## config.mk

```make
export PLATFORM = sky130hd
export DESIGN_NAME = ppc_pad_cfg
export DESIGN_NICKNAME = d
export VERILOG_FILES = /design/src/ppc_pkg.sv /design/src/ppc_pad_if.sv /design/src/ppc_col_driver.sv /design/src/ppc_pad_cfg.sv
export VERILOG_INCLUDE_DIRS = /design/src
export SDC_FILE = /design/constraint.sdc
export NUM_CORES = 1
export LEC_CHECK = 0
export ABC_AREA = 1
export BUFFER_PORTS_ARGS = -buffer_cell sky130_fd_sc_hd__buf_4
export CORE_ASPECT_RATIO = 0.9
export CORE_MARGIN = 4
export CORE_UTILIZATION = 50
export DETAILED_ROUTE_END_ITERATION = 12
export GPL_TIMING_DRIVEN = 0
export PLACE_DENSITY = 0.8
export SLEW_MARGIN = 20
export SYNTH_ARGS = -nofsm -noshare
export SYNTH_HDL_FRONTEND = slang
export SYNTH_SLANG_ARGS = --single-unit
```

## constraint.sdc

```tcl
create_clock -name clk -period 2.9 [get_ports clk]
set_clock_uncertainty 0.2 [all_clocks]
set_input_delay 0.435 -clock clk [delete_from_list [all_inputs] [get_ports clk]]
set_output_delay 0.435 -clock clk [all_outputs]
set_load 0.05 [all_outputs]
```

## src/ppc_cfg.svh

```systemverilog
`ifndef PPC_CFG_SVH
`define PPC_CFG_SVH

// ***************************************************************
// Register offsets
// ***************************************************************
`define PPC_ADDR_ROW_PULL_LOW   8'hAC
`define PPC_ADDR_ROW_PULL_HIGH  8'hAE
`define PPC_ADDR_COL_OD_ENABLE  8'hE0
`define PPC_ADDR_COL_OD_SOURCE  8'hE1

// ***************************************************************
// Reset values and fixed fields
// ***************************************************************
`define PPC_RST_ROW_PULL_LOW    16'h5555
`define PPC_RST_ROW_PULL_HIGH   8'h15
`define PPC_ROW_PULL_HIGH_RSVD  8'h5A
`define PPC_RST_COL_OD_ENABLE   8'h00
`define PPC_RST_COL_OD_SOURCE   8'h00

// ***************************************************************
// Pull field codes
// ***************************************************************
`define PPC_PULL_NONE           2'h0
`define PPC_PULL_DOWN           2'h1
`define PPC_PULL_UP_RB          2'h3

`endif

```

## src/ppc_pkg.sv

```systemverilog
package ppc_pkg;

    typedef logic [1:0] ppc_pull_t;

    // All register state of the bank
    typedef struct packed {
        logic [15:0] row_pull_low;
        logic [7:0]  row_pull_high;
        logic [7:0]  col_od_enable;
        logic [7:0]  col_od_source;
        logic [15:0] rdata;
    } ppc_state_s;

    // Per-ball pad control
    typedef struct packed {
        logic pullup_en;
        logic pulldown_en;
    } ppc_pull_s;

endpackage
```

## src/ppc_pad_if.sv

```systemverilog
`timescale 1ns/10ps
interface ppc_pad_if;
    logic [7:0] od_enable;
    logic [7:0] od_source;
    logic [7:0] data_out;
    logic [7:0] out_enable;
    logic [7:0] pad_out;
    logic [7:0] pad_oe;

    modport bank (output od_enable, output od_source, output data_out, output out_enable,
                  input pad_out, input pad_oe);
    modport driver (input od_enable, input od_source, input data_out, input out_enable,
                    output pad_out, output pad_oe);
endinterface

```

## src/ppc_col_driver.sv

```systemverilog
`timescale 1ns/10ps
module ppc_col_driver (
    // Clock and reset
    input  wire logic clk,
    input  wire logic sys_rst,
    // Bank side
    ppc_pad_if.driver pads
);
    import ppc_pkg::*;

    typedef struct packed {
        logic [7:0] pad_out;
        logic [7:0] pad_oe;
    } ppc_drv_s;

    ppc_drv_s st_q;
    ppc_drv_s st_d;

    // ***************************************************************
    // Per-ball output stage
    // ***************************************************************
    always_comb begin
        st_d = st_q;
        for (int i = 0; i < 8; i++) begin
            st_d.pad_out[i] = pads.data_out[i];
            if (!pads.out_enable[i]) begin
                st_d.pad_oe[i] = 1'b0;
            end else if (!pads.od_enable[i]) begin
                st_d.pad_oe[i] = 1'b1;
            end else begin
                st_d.pad_oe[i] = (pads.data_out[i] == pads.od_source[i]);
            end
        end
    end

    always_ff @(posedge clk or posedge sys_rst) begin
        if (sys_rst) begin
            st_q <= '0;
        end else begin
            st_q <= st_d;
        end
    end

    assign pads.pad_out = st_q.pad_out;
    assign pads.pad_oe  = st_q.pad_oe;

endmodule // ppc_col_driver

```

## src/ppc_pad_cfg.sv

```systemverilog
// Overview of operation
// - Pull code 00 none, 01 down, 1x up
// - Pullup codes 2 and 3 read back 3
// - Row pull low at 0xAC, resets pulldown
// - Row pull high at 0xAE, reserved 0x5A
// - Open-drain enable at 0xE0, reset zero
// - Drive source at 0xE1, needs open drain
// - Source 0 drives low side only
// - Source 1 drives high side only
`include "ppc_cfg.svh"
`timescale 1ns/10ps
module ppc_pad_cfg (
    // Clock and reset
    input  wire logic        clk,
    input  wire logic        sys_rst,
    // Register port, one cycle write and read strobes
    input  wire logic [7:0]  reg_addr,
    input  wire logic        reg_wr,
    input  wire logic [15:0] reg_wdata,
    input  wire logic        reg_rd,
    output logic [15:0]      reg_rdata,
    output logic             reg_hit,
    // Row ball pull controls
    output logic [11:0]      row_pullup_en,
    output logic [11:0]      row_pulldown_en,
    // Column ball output data from GPIO logic
    input  wire logic [7:0]  col_data_out,
    input  wire logic [7:0]  col_out_enable,
    // Column pads
    output logic [7:0]       col_pad_out,
    output logic [7:0]       col_pad_oe,
    output logic [7:0]       column_open_drain_bits,
    output logic [7:0]       column_drive_source_bits
);
    import ppc_pkg::*;

    ppc_state_s st_q;
    ppc_state_s st_d;
    ppc_pad_if  pads ();

    function automatic ppc_pull_t fold(input ppc_pull_t v);
        fold = v[1] ? `PPC_PULL_UP_RB : v;
    endfunction

    // ***************************************************************
    // Register writes and reads
    // ***************************************************************
    always_comb begin
        st_d = st_q;
        if (reg_wr) begin
            if (reg_addr == `PPC_ADDR_ROW_PULL_LOW) begin
                for (int i = 0; i < 8; i++) begin
                    st_d.row_pull_low[2*i +: 2] = fold(reg_wdata[2*i +: 2]);
                end
            end else if (reg_addr == `PPC_ADDR_ROW_PULL_HIGH) begin
                for (int i = 0; i < 4; i++) begin
                    st_d.row_pull_high[2*i +: 2] = fold(reg_wdata[2*i +: 2]);
                end
            end else if (reg_addr == `PPC_ADDR_COL_OD_ENABLE) begin
                st_d.col_od_enable = reg_wdata[7:0];
            end else if (reg_addr == `PPC_ADDR_COL_OD_SOURCE) begin
                st_d.col_od_source = reg_wdata[7:0];
            end
        end
        if (reg_rd) begin
            if (reg_addr == `PPC_ADDR_ROW_PULL_LOW) begin
                st_d.rdata = st_q.row_pull_low;
            end else if (reg_addr == `PPC_ADDR_ROW_PULL_HIGH) begin
                st_d.rdata = {`PPC_ROW_PULL_HIGH_RSVD, st_q.row_pull_high};
            end else if (reg_addr == `PPC_ADDR_COL_OD_ENABLE) begin
                st_d.rdata = {8'h00, st_q.col_od_enable};
            end else if (reg_addr == `PPC_ADDR_COL_OD_SOURCE) begin
                st_d.rdata = {8'h00, st_q.col_od_source};
            end else begin
                st_d.rdata = 16'h0000;
            end
        end
    end

    always_ff @(posedge clk or posedge sys_rst) begin
        if (sys_rst) begin
            st_q.row_pull_low  <= `PPC_RST_ROW_PULL_LOW;
            st_q.row_pull_high <= `PPC_RST_ROW_PULL_HIGH;
            st_q.col_od_enable <= `PPC_RST_COL_OD_ENABLE;
            st_q.col_od_source <= `PPC_RST_COL_OD_SOURCE;
            st_q.rdata         <= 16'h0000;
        end else begin
            st_q <= st_d;
        end
    end

    assign reg_rdata = st_q.rdata;
    assign reg_hit   = (reg_addr == `PPC_ADDR_ROW_PULL_LOW)
                     || (reg_addr == `PPC_ADDR_ROW_PULL_HIGH)
                     || (reg_addr == `PPC_ADDR_COL_OD_ENABLE)
                     || (reg_addr == `PPC_ADDR_COL_OD_SOURCE);

    // ***************************************************************
    // Pull decode per row ball
    // ***************************************************************
    logic [23:0] all_pull;
    assign all_pull = {st_q.row_pull_high, st_q.row_pull_low};

    genvar g;
    generate
        for (g = 0; g < 12; g++) begin : g_pull
            assign row_pullup_en[g]   = all_pull[2*g+1];
            assign row_pulldown_en[g] = (all_pull[2*g +: 2] == `PPC_PULL_DOWN);
        end
    endgenerate

    // ***************************************************************
    // Column output stage
    // ***************************************************************
    assign pads.od_enable  = st_q.col_od_enable;
    assign pads.od_source  = st_q.col_od_source;
    assign pads.data_out   = col_data_out;
    assign pads.out_enable = col_out_enable;

    ppc_col_driver u_drv (
        .clk     (clk),
        .sys_rst (sys_rst),
        .pads    (pads)
    );

    assign col_pad_out              = pads.pad_out;
    assign col_pad_oe               = pads.pad_oe;
    assign column_open_drain_bits   = st_q.col_od_enable;
    assign column_drive_source_bits = st_q.col_od_source;

endmodule // ppc_pad_cfg

```

* Word level (Yosys, flattened, before mapping)
Cells that the tools add are included.
** Operators by class
- Mux-type cells :: 28
- Equality and inequality tests :: 24
- Reductions and logical operators :: 7
- Bitwise gates (word level) :: 3
** Operators by type and width (count)
- 8-bit equality test (second input constant) :: 4
- 2-bit by 1-bit equality test with 1-bit output (second input constant) :: 12
- 1-bit two-way mux :: 16
- 16-bit two-way mux :: 1
- 2-bit two-way mux :: 8
- 8-bit two-way mux :: 2
- 15-bit two-way mux :: 1
- 1-bit equality test :: 8
- 5-bit AND reduction :: 1
- 4-bit AND reduction :: 1
- 1-bit logical OR :: 3
- 1-bit inverter :: 3
- 3-bit AND reduction :: 1
- 2-bit AND reduction :: 1
** Storage, ports and cells
- Register bits after elaboration :: 72
- Output and inout port bits :: 73
- Input port bits :: 44
- Logic and storage cells :: 69

* Longest topological paths before layout
- Word-level depth :: 5
- Mapped depth :: 9
- Gate-level depth less buffers :: 8

* Cells and area by module
A second synthesis with hierarchy kept.
** Second synthesis, totals
- Cells, all modules :: 426
- Area, all modules :: 3517.1 um^2
** Modules (own cells, without submodules)
- ppc_pad_cfg :: sequential area each 1415.1 um^2, cells each 353, instances 1, area an instance 2892.8 um^2
- ppc_col_driver :: sequential area each 400.4 um^2, cells each 73, instances 1, area an instance 624.3 um^2

* Worst setup path after synthesis
OpenSTA, ideal clock, no wires.
- Path type :: input-to-output
- Start :: input port reg_addr[0]
- End :: output port reg_hit
- Buffers on the path :: 0
- Setup slack :: 0.860 ns
- Arrival :: 1.405 ns
- Required time :: 2.265 ns
- Stages :: 5
- Path through :: inv_1 nand2_1 nor2_4 nand2_1 nand4_1
** Between the ends
- Longest elaborated chain between the ends :: 4
- Elaborated cells between the ends (all ways) :: 7
- Classes of those cells :: 4 x eq/ne; 3 x reduce/logical
** RTL lines
- start: declaration :: line ppc_pad_cfg.sv:17 : input wire logic [7:0] reg_addr,
- 8-bit equality test (no line)
- 1-bit logical OR (2 in a row) :: line ppc_pad_cfg.sv:93 : assign reg_hit = (reg_addr == `PPC_ADDR_ROW_PULL_LOW)
- 1-bit logical OR * :: line ppc_pad_cfg.sv:93
- end: declaration :: line ppc_pad_cfg.sv:22 : output logic reg_hit,
Mark *: on every way between the ends. The rest lies on a longest branch, timed or not.

* Worst setup path in the final report
Ends and elaborated chain as after synthesis.

==> impl_metrics.py <==
metrics = {
    "run_status": {
        "status": "finished clean",
    },
    "yosys": {
        "synth_most_common_cell": "nand2_1",
        "syn-num-nets": 434,
        "ys_warn_count": 0,
        "synth-async-reset-ratio": 1.00,
        "synth_top_area_frac": 0.442,
        "synthTopCellsByCount": "nand2_1 (74), dfrtp_1 (61), inv_1 (47)",
        "syn_area_um2": 3450,
        "synth_seq_area_share": 0.526,
        "synth.distinct_cells": 28,
        "netlist_instances": 390,
        "yosys.area.top_type": "dfrtp_1",
        "synth_area_leaders": "dfrtp_1 (44%), dfstp_2 (8.4%), nand2_1 (8.0%)",
        "synth.avg_cell_area_um2": 8.85,
        "synth_flop_cell": "dfrtp_1",
        "synth_seq_cells": 72,
        "synth-edff-count": 0,
    },
    "setup_path": {
        "crit_fanout": 10,
        "crit_chain": "buf_4 > inv_1 > nand2_1 > nor2_4 > nand2_1 > nand4_1 > buf_4",
        "cp_top_family": "simple AND/OR/NAND/NOR gates",
        "arrival_ps": 1630,
        "critPathBufInv": 3,
        "crit_type": "input pin to output pin",
        "slowest_stage": "nor2_4",
        "cp-startpoint": "reg_addr[0]",
        "required_ps": 2270,
        "cp-start-kind": "input pin",
        "crit_path_max_incr_delay_ps": 270,
        "endpoint_kind": "output pin",
        "rr_startpoint": "column_drive_source_bits[6]",
    },
    "clocking": {
        "cts_tree": "yes",
        "cts_max_level": 3,
        "cts_buffers": 9,
        "cts-resized-gates": 0,
        "path_clk_slew_ps": 70,
        "cts_buffer_depth": 2,
        "cts_num_sinks": 72,
        "clk_latency_ps": 340,
        "root_buffer": "clkbuf_8",
    },
    "layout": {
        "seqCellArea_um2": 1820,
        "multi_input_area_um2": 1270,
        "nNetsFinal": 565,
        "final_area_um2": 4670,
        "insertedDiodeCount": 0,
        "n_fill_cell": 538,
        "drive_gt1_frac": 0.378,
        "syn_to_final_growth_pct": 35.5,
        "final_cells": 616,
    },
    "place": {
        "routabilityCongestion": 0.851,
        "io_buffers": 116,
        "dpl.hpwl_mm": 6.91,
        "place_inst": 597,
        "dp_slack_ps": 630,
        "dpl_cell_area_um2": 4460,
    },
    "timing": {
        "tns_ps": 0,
        "hold_viol_final": 0,
        "layout_setup_ws_ps": 636,
        "fin_crit_sh": 0.781,
        "final-max-slew-violation-count": 0,
        "max_slew.worst_pin.slew_ps": 497,
        "fmax_mhz": 442,
        "relSlewSlack": 0.669,
        "rsz0062_at_grt": "no",
        "finalSetupViolations": 0,
        "min_period_ps": 2260,
    },
    "route": {
        "vias": 3138,
        "dr.pass1.iters": 5,
        "vias_per_cell": 5.09,
        "ant_nets": 0,
        "wl_mm": 9.13,
        "routedWlPerCell_um": 14.8,
        "first_iter_violations": 201,
        "drc": 0,
    },
    "power": {
        "leakage_nw": 2.53,
        "vdd_drop_max_mv": 0.343,
        "power_per_cell_area_nw_per_um2": 506,
        "power_w": 0.00236,
    },
    "hold_path": {
        "min-delay-start": "col_data_out[6]",
        "min_path_type": "input pin to register",
    },
    "grt": {
        "track_usage": 0.229,
        "grt_max_degree": 55,
        "grt_remaining_overflow": 0,
        "grt_pass1_wl_mm": 14.7,
        "grt_pass1_vias": 3096,
        "antenna_found_initial": 0,
    },
    "floorplan": {
        "die_x_um": 95.6,
        "fp-row-count": 28,
        "die-area_um2": 8300,
        "core-area_um2": 6660,
        "initial_core_util": 0.518,
        "die_y_um": 86.8,
        "ioPinCount": 117,
    },
    "job": {
        "max_cap_violations": 0,
    },
}
## placed cells by master, fill, tap and decap left out, types with 2 or more instances in the layout
| master | n |
|---|---|
| dfrtp_1 | 61 |
| nor2_8 | 3 |
| dfstp_2 | 11 |
| nand2_2 | 6 |
| clkinv_2 | 3 |
| o21ai_2 | 13 |
| nor2_4 | 5 |
| inv_4 | 2 |
| o31ai_1 | 3 |
| a21oi_1 | 4 |
| buf_6 | 2 |
| clkbuf_8 | 9 |
| buf_4 | 129 |
| inv_2 | 3 |
| nand2_1 | 74 |
| clkbuf_1 | 5 |
| nor2_1 | 44 |
| o21ai_0 | 44 |
| inv_1 | 46 |
| buf_2 | 4 |
| o21a_1 | 4 |
| nand3_1 | 36 |
| nand2_4 | 3 |
| dlygate4sd3_1 | 3 |
## registers in the layout (all words and copies together), names as in the netlist
| register | flops |
|---|---|
| u_drv.pads.pad_oe | 8 |
| column_drive_source_bits | 8 |
| all_pull | 12 |
| u_drv.pads.pad_out | 8 |
| reg_rdata | 16 |
| column_open_drain_bits | 8 |
| row_pullup_en | 12 |
## cells by family (layout without fill, tap and decap cells)
group | count (synthesis) | count (layout) | share of synthesized area
flip-flops | 72 | 72 | 0.526
AO/OA/AOI/OAI | 69 | 69 | 0.119
buffers and inverters | 74 | 210 | 0.106
AND/OR/NAND/NOR | 175 | 175 | 0.249
## what timing repair did
item,CTS,global route
hold buffers,1,2
hold endpoints to repair,18,2
setup buffers,0,0
## final cells by class
type,count,share of cell area
Sequential cell,72,0.388
Clock inverter,4,0.00964
Buffer,23,0.0367
Tap cell,90,0.0241
Clock buffer,12,0.0289
Multi-Input combinational cell,244,0.272
Inverter,51,0.0420
Timing Repair Buffer,120,0.199
## through the flow
step                      hold WS [ps]  utilization
final                             10.4        0.702
after global routing             0.254        0.702
after CTS                         2.61        0.699
after detailed placement           204        0.671
after global placement             266        0.666
after floorplan                    259            -
## metal layers
layer | routed length [um] | vias to the layer above | part of all wire | global-route usage
li1 | - | 1492 | - | -
met1 | 3740 | 1491 | 0.41 | 0.300
met2 | 4480 | 136 | 0.49 | 0.374
met3 | 701 | 19 | 0.077 | 0.0547
met4 | 206 | 0 | 0.023 | 0.0762
met5 | 0 | - | 0 | 0
## power breakdown
group	switching (W)	internal [W]
clock	0.000360	0.000394
sequential	0.0000400	0.00106
combinational	0.000341	0.000165
total	0.000741	0.00162
## worst paths after layout
path                            depth (start not counted)               endpoint  slack, ps
worst max-delay path                                    7                reg_hit        640
worst max register to register                          4           reg_rdata[6]       1680
worst min register to register                          2           reg_rdata[9]        290
min in group asynchronous                               3   u_drv.pads.pad_oe[4]        400
worst min-delay path                                    1  u_drv.pads.pad_out[6]         10
max in group asynchronous                               4            all_pull[2]       1510
Power figures use the tool's default switching activity.
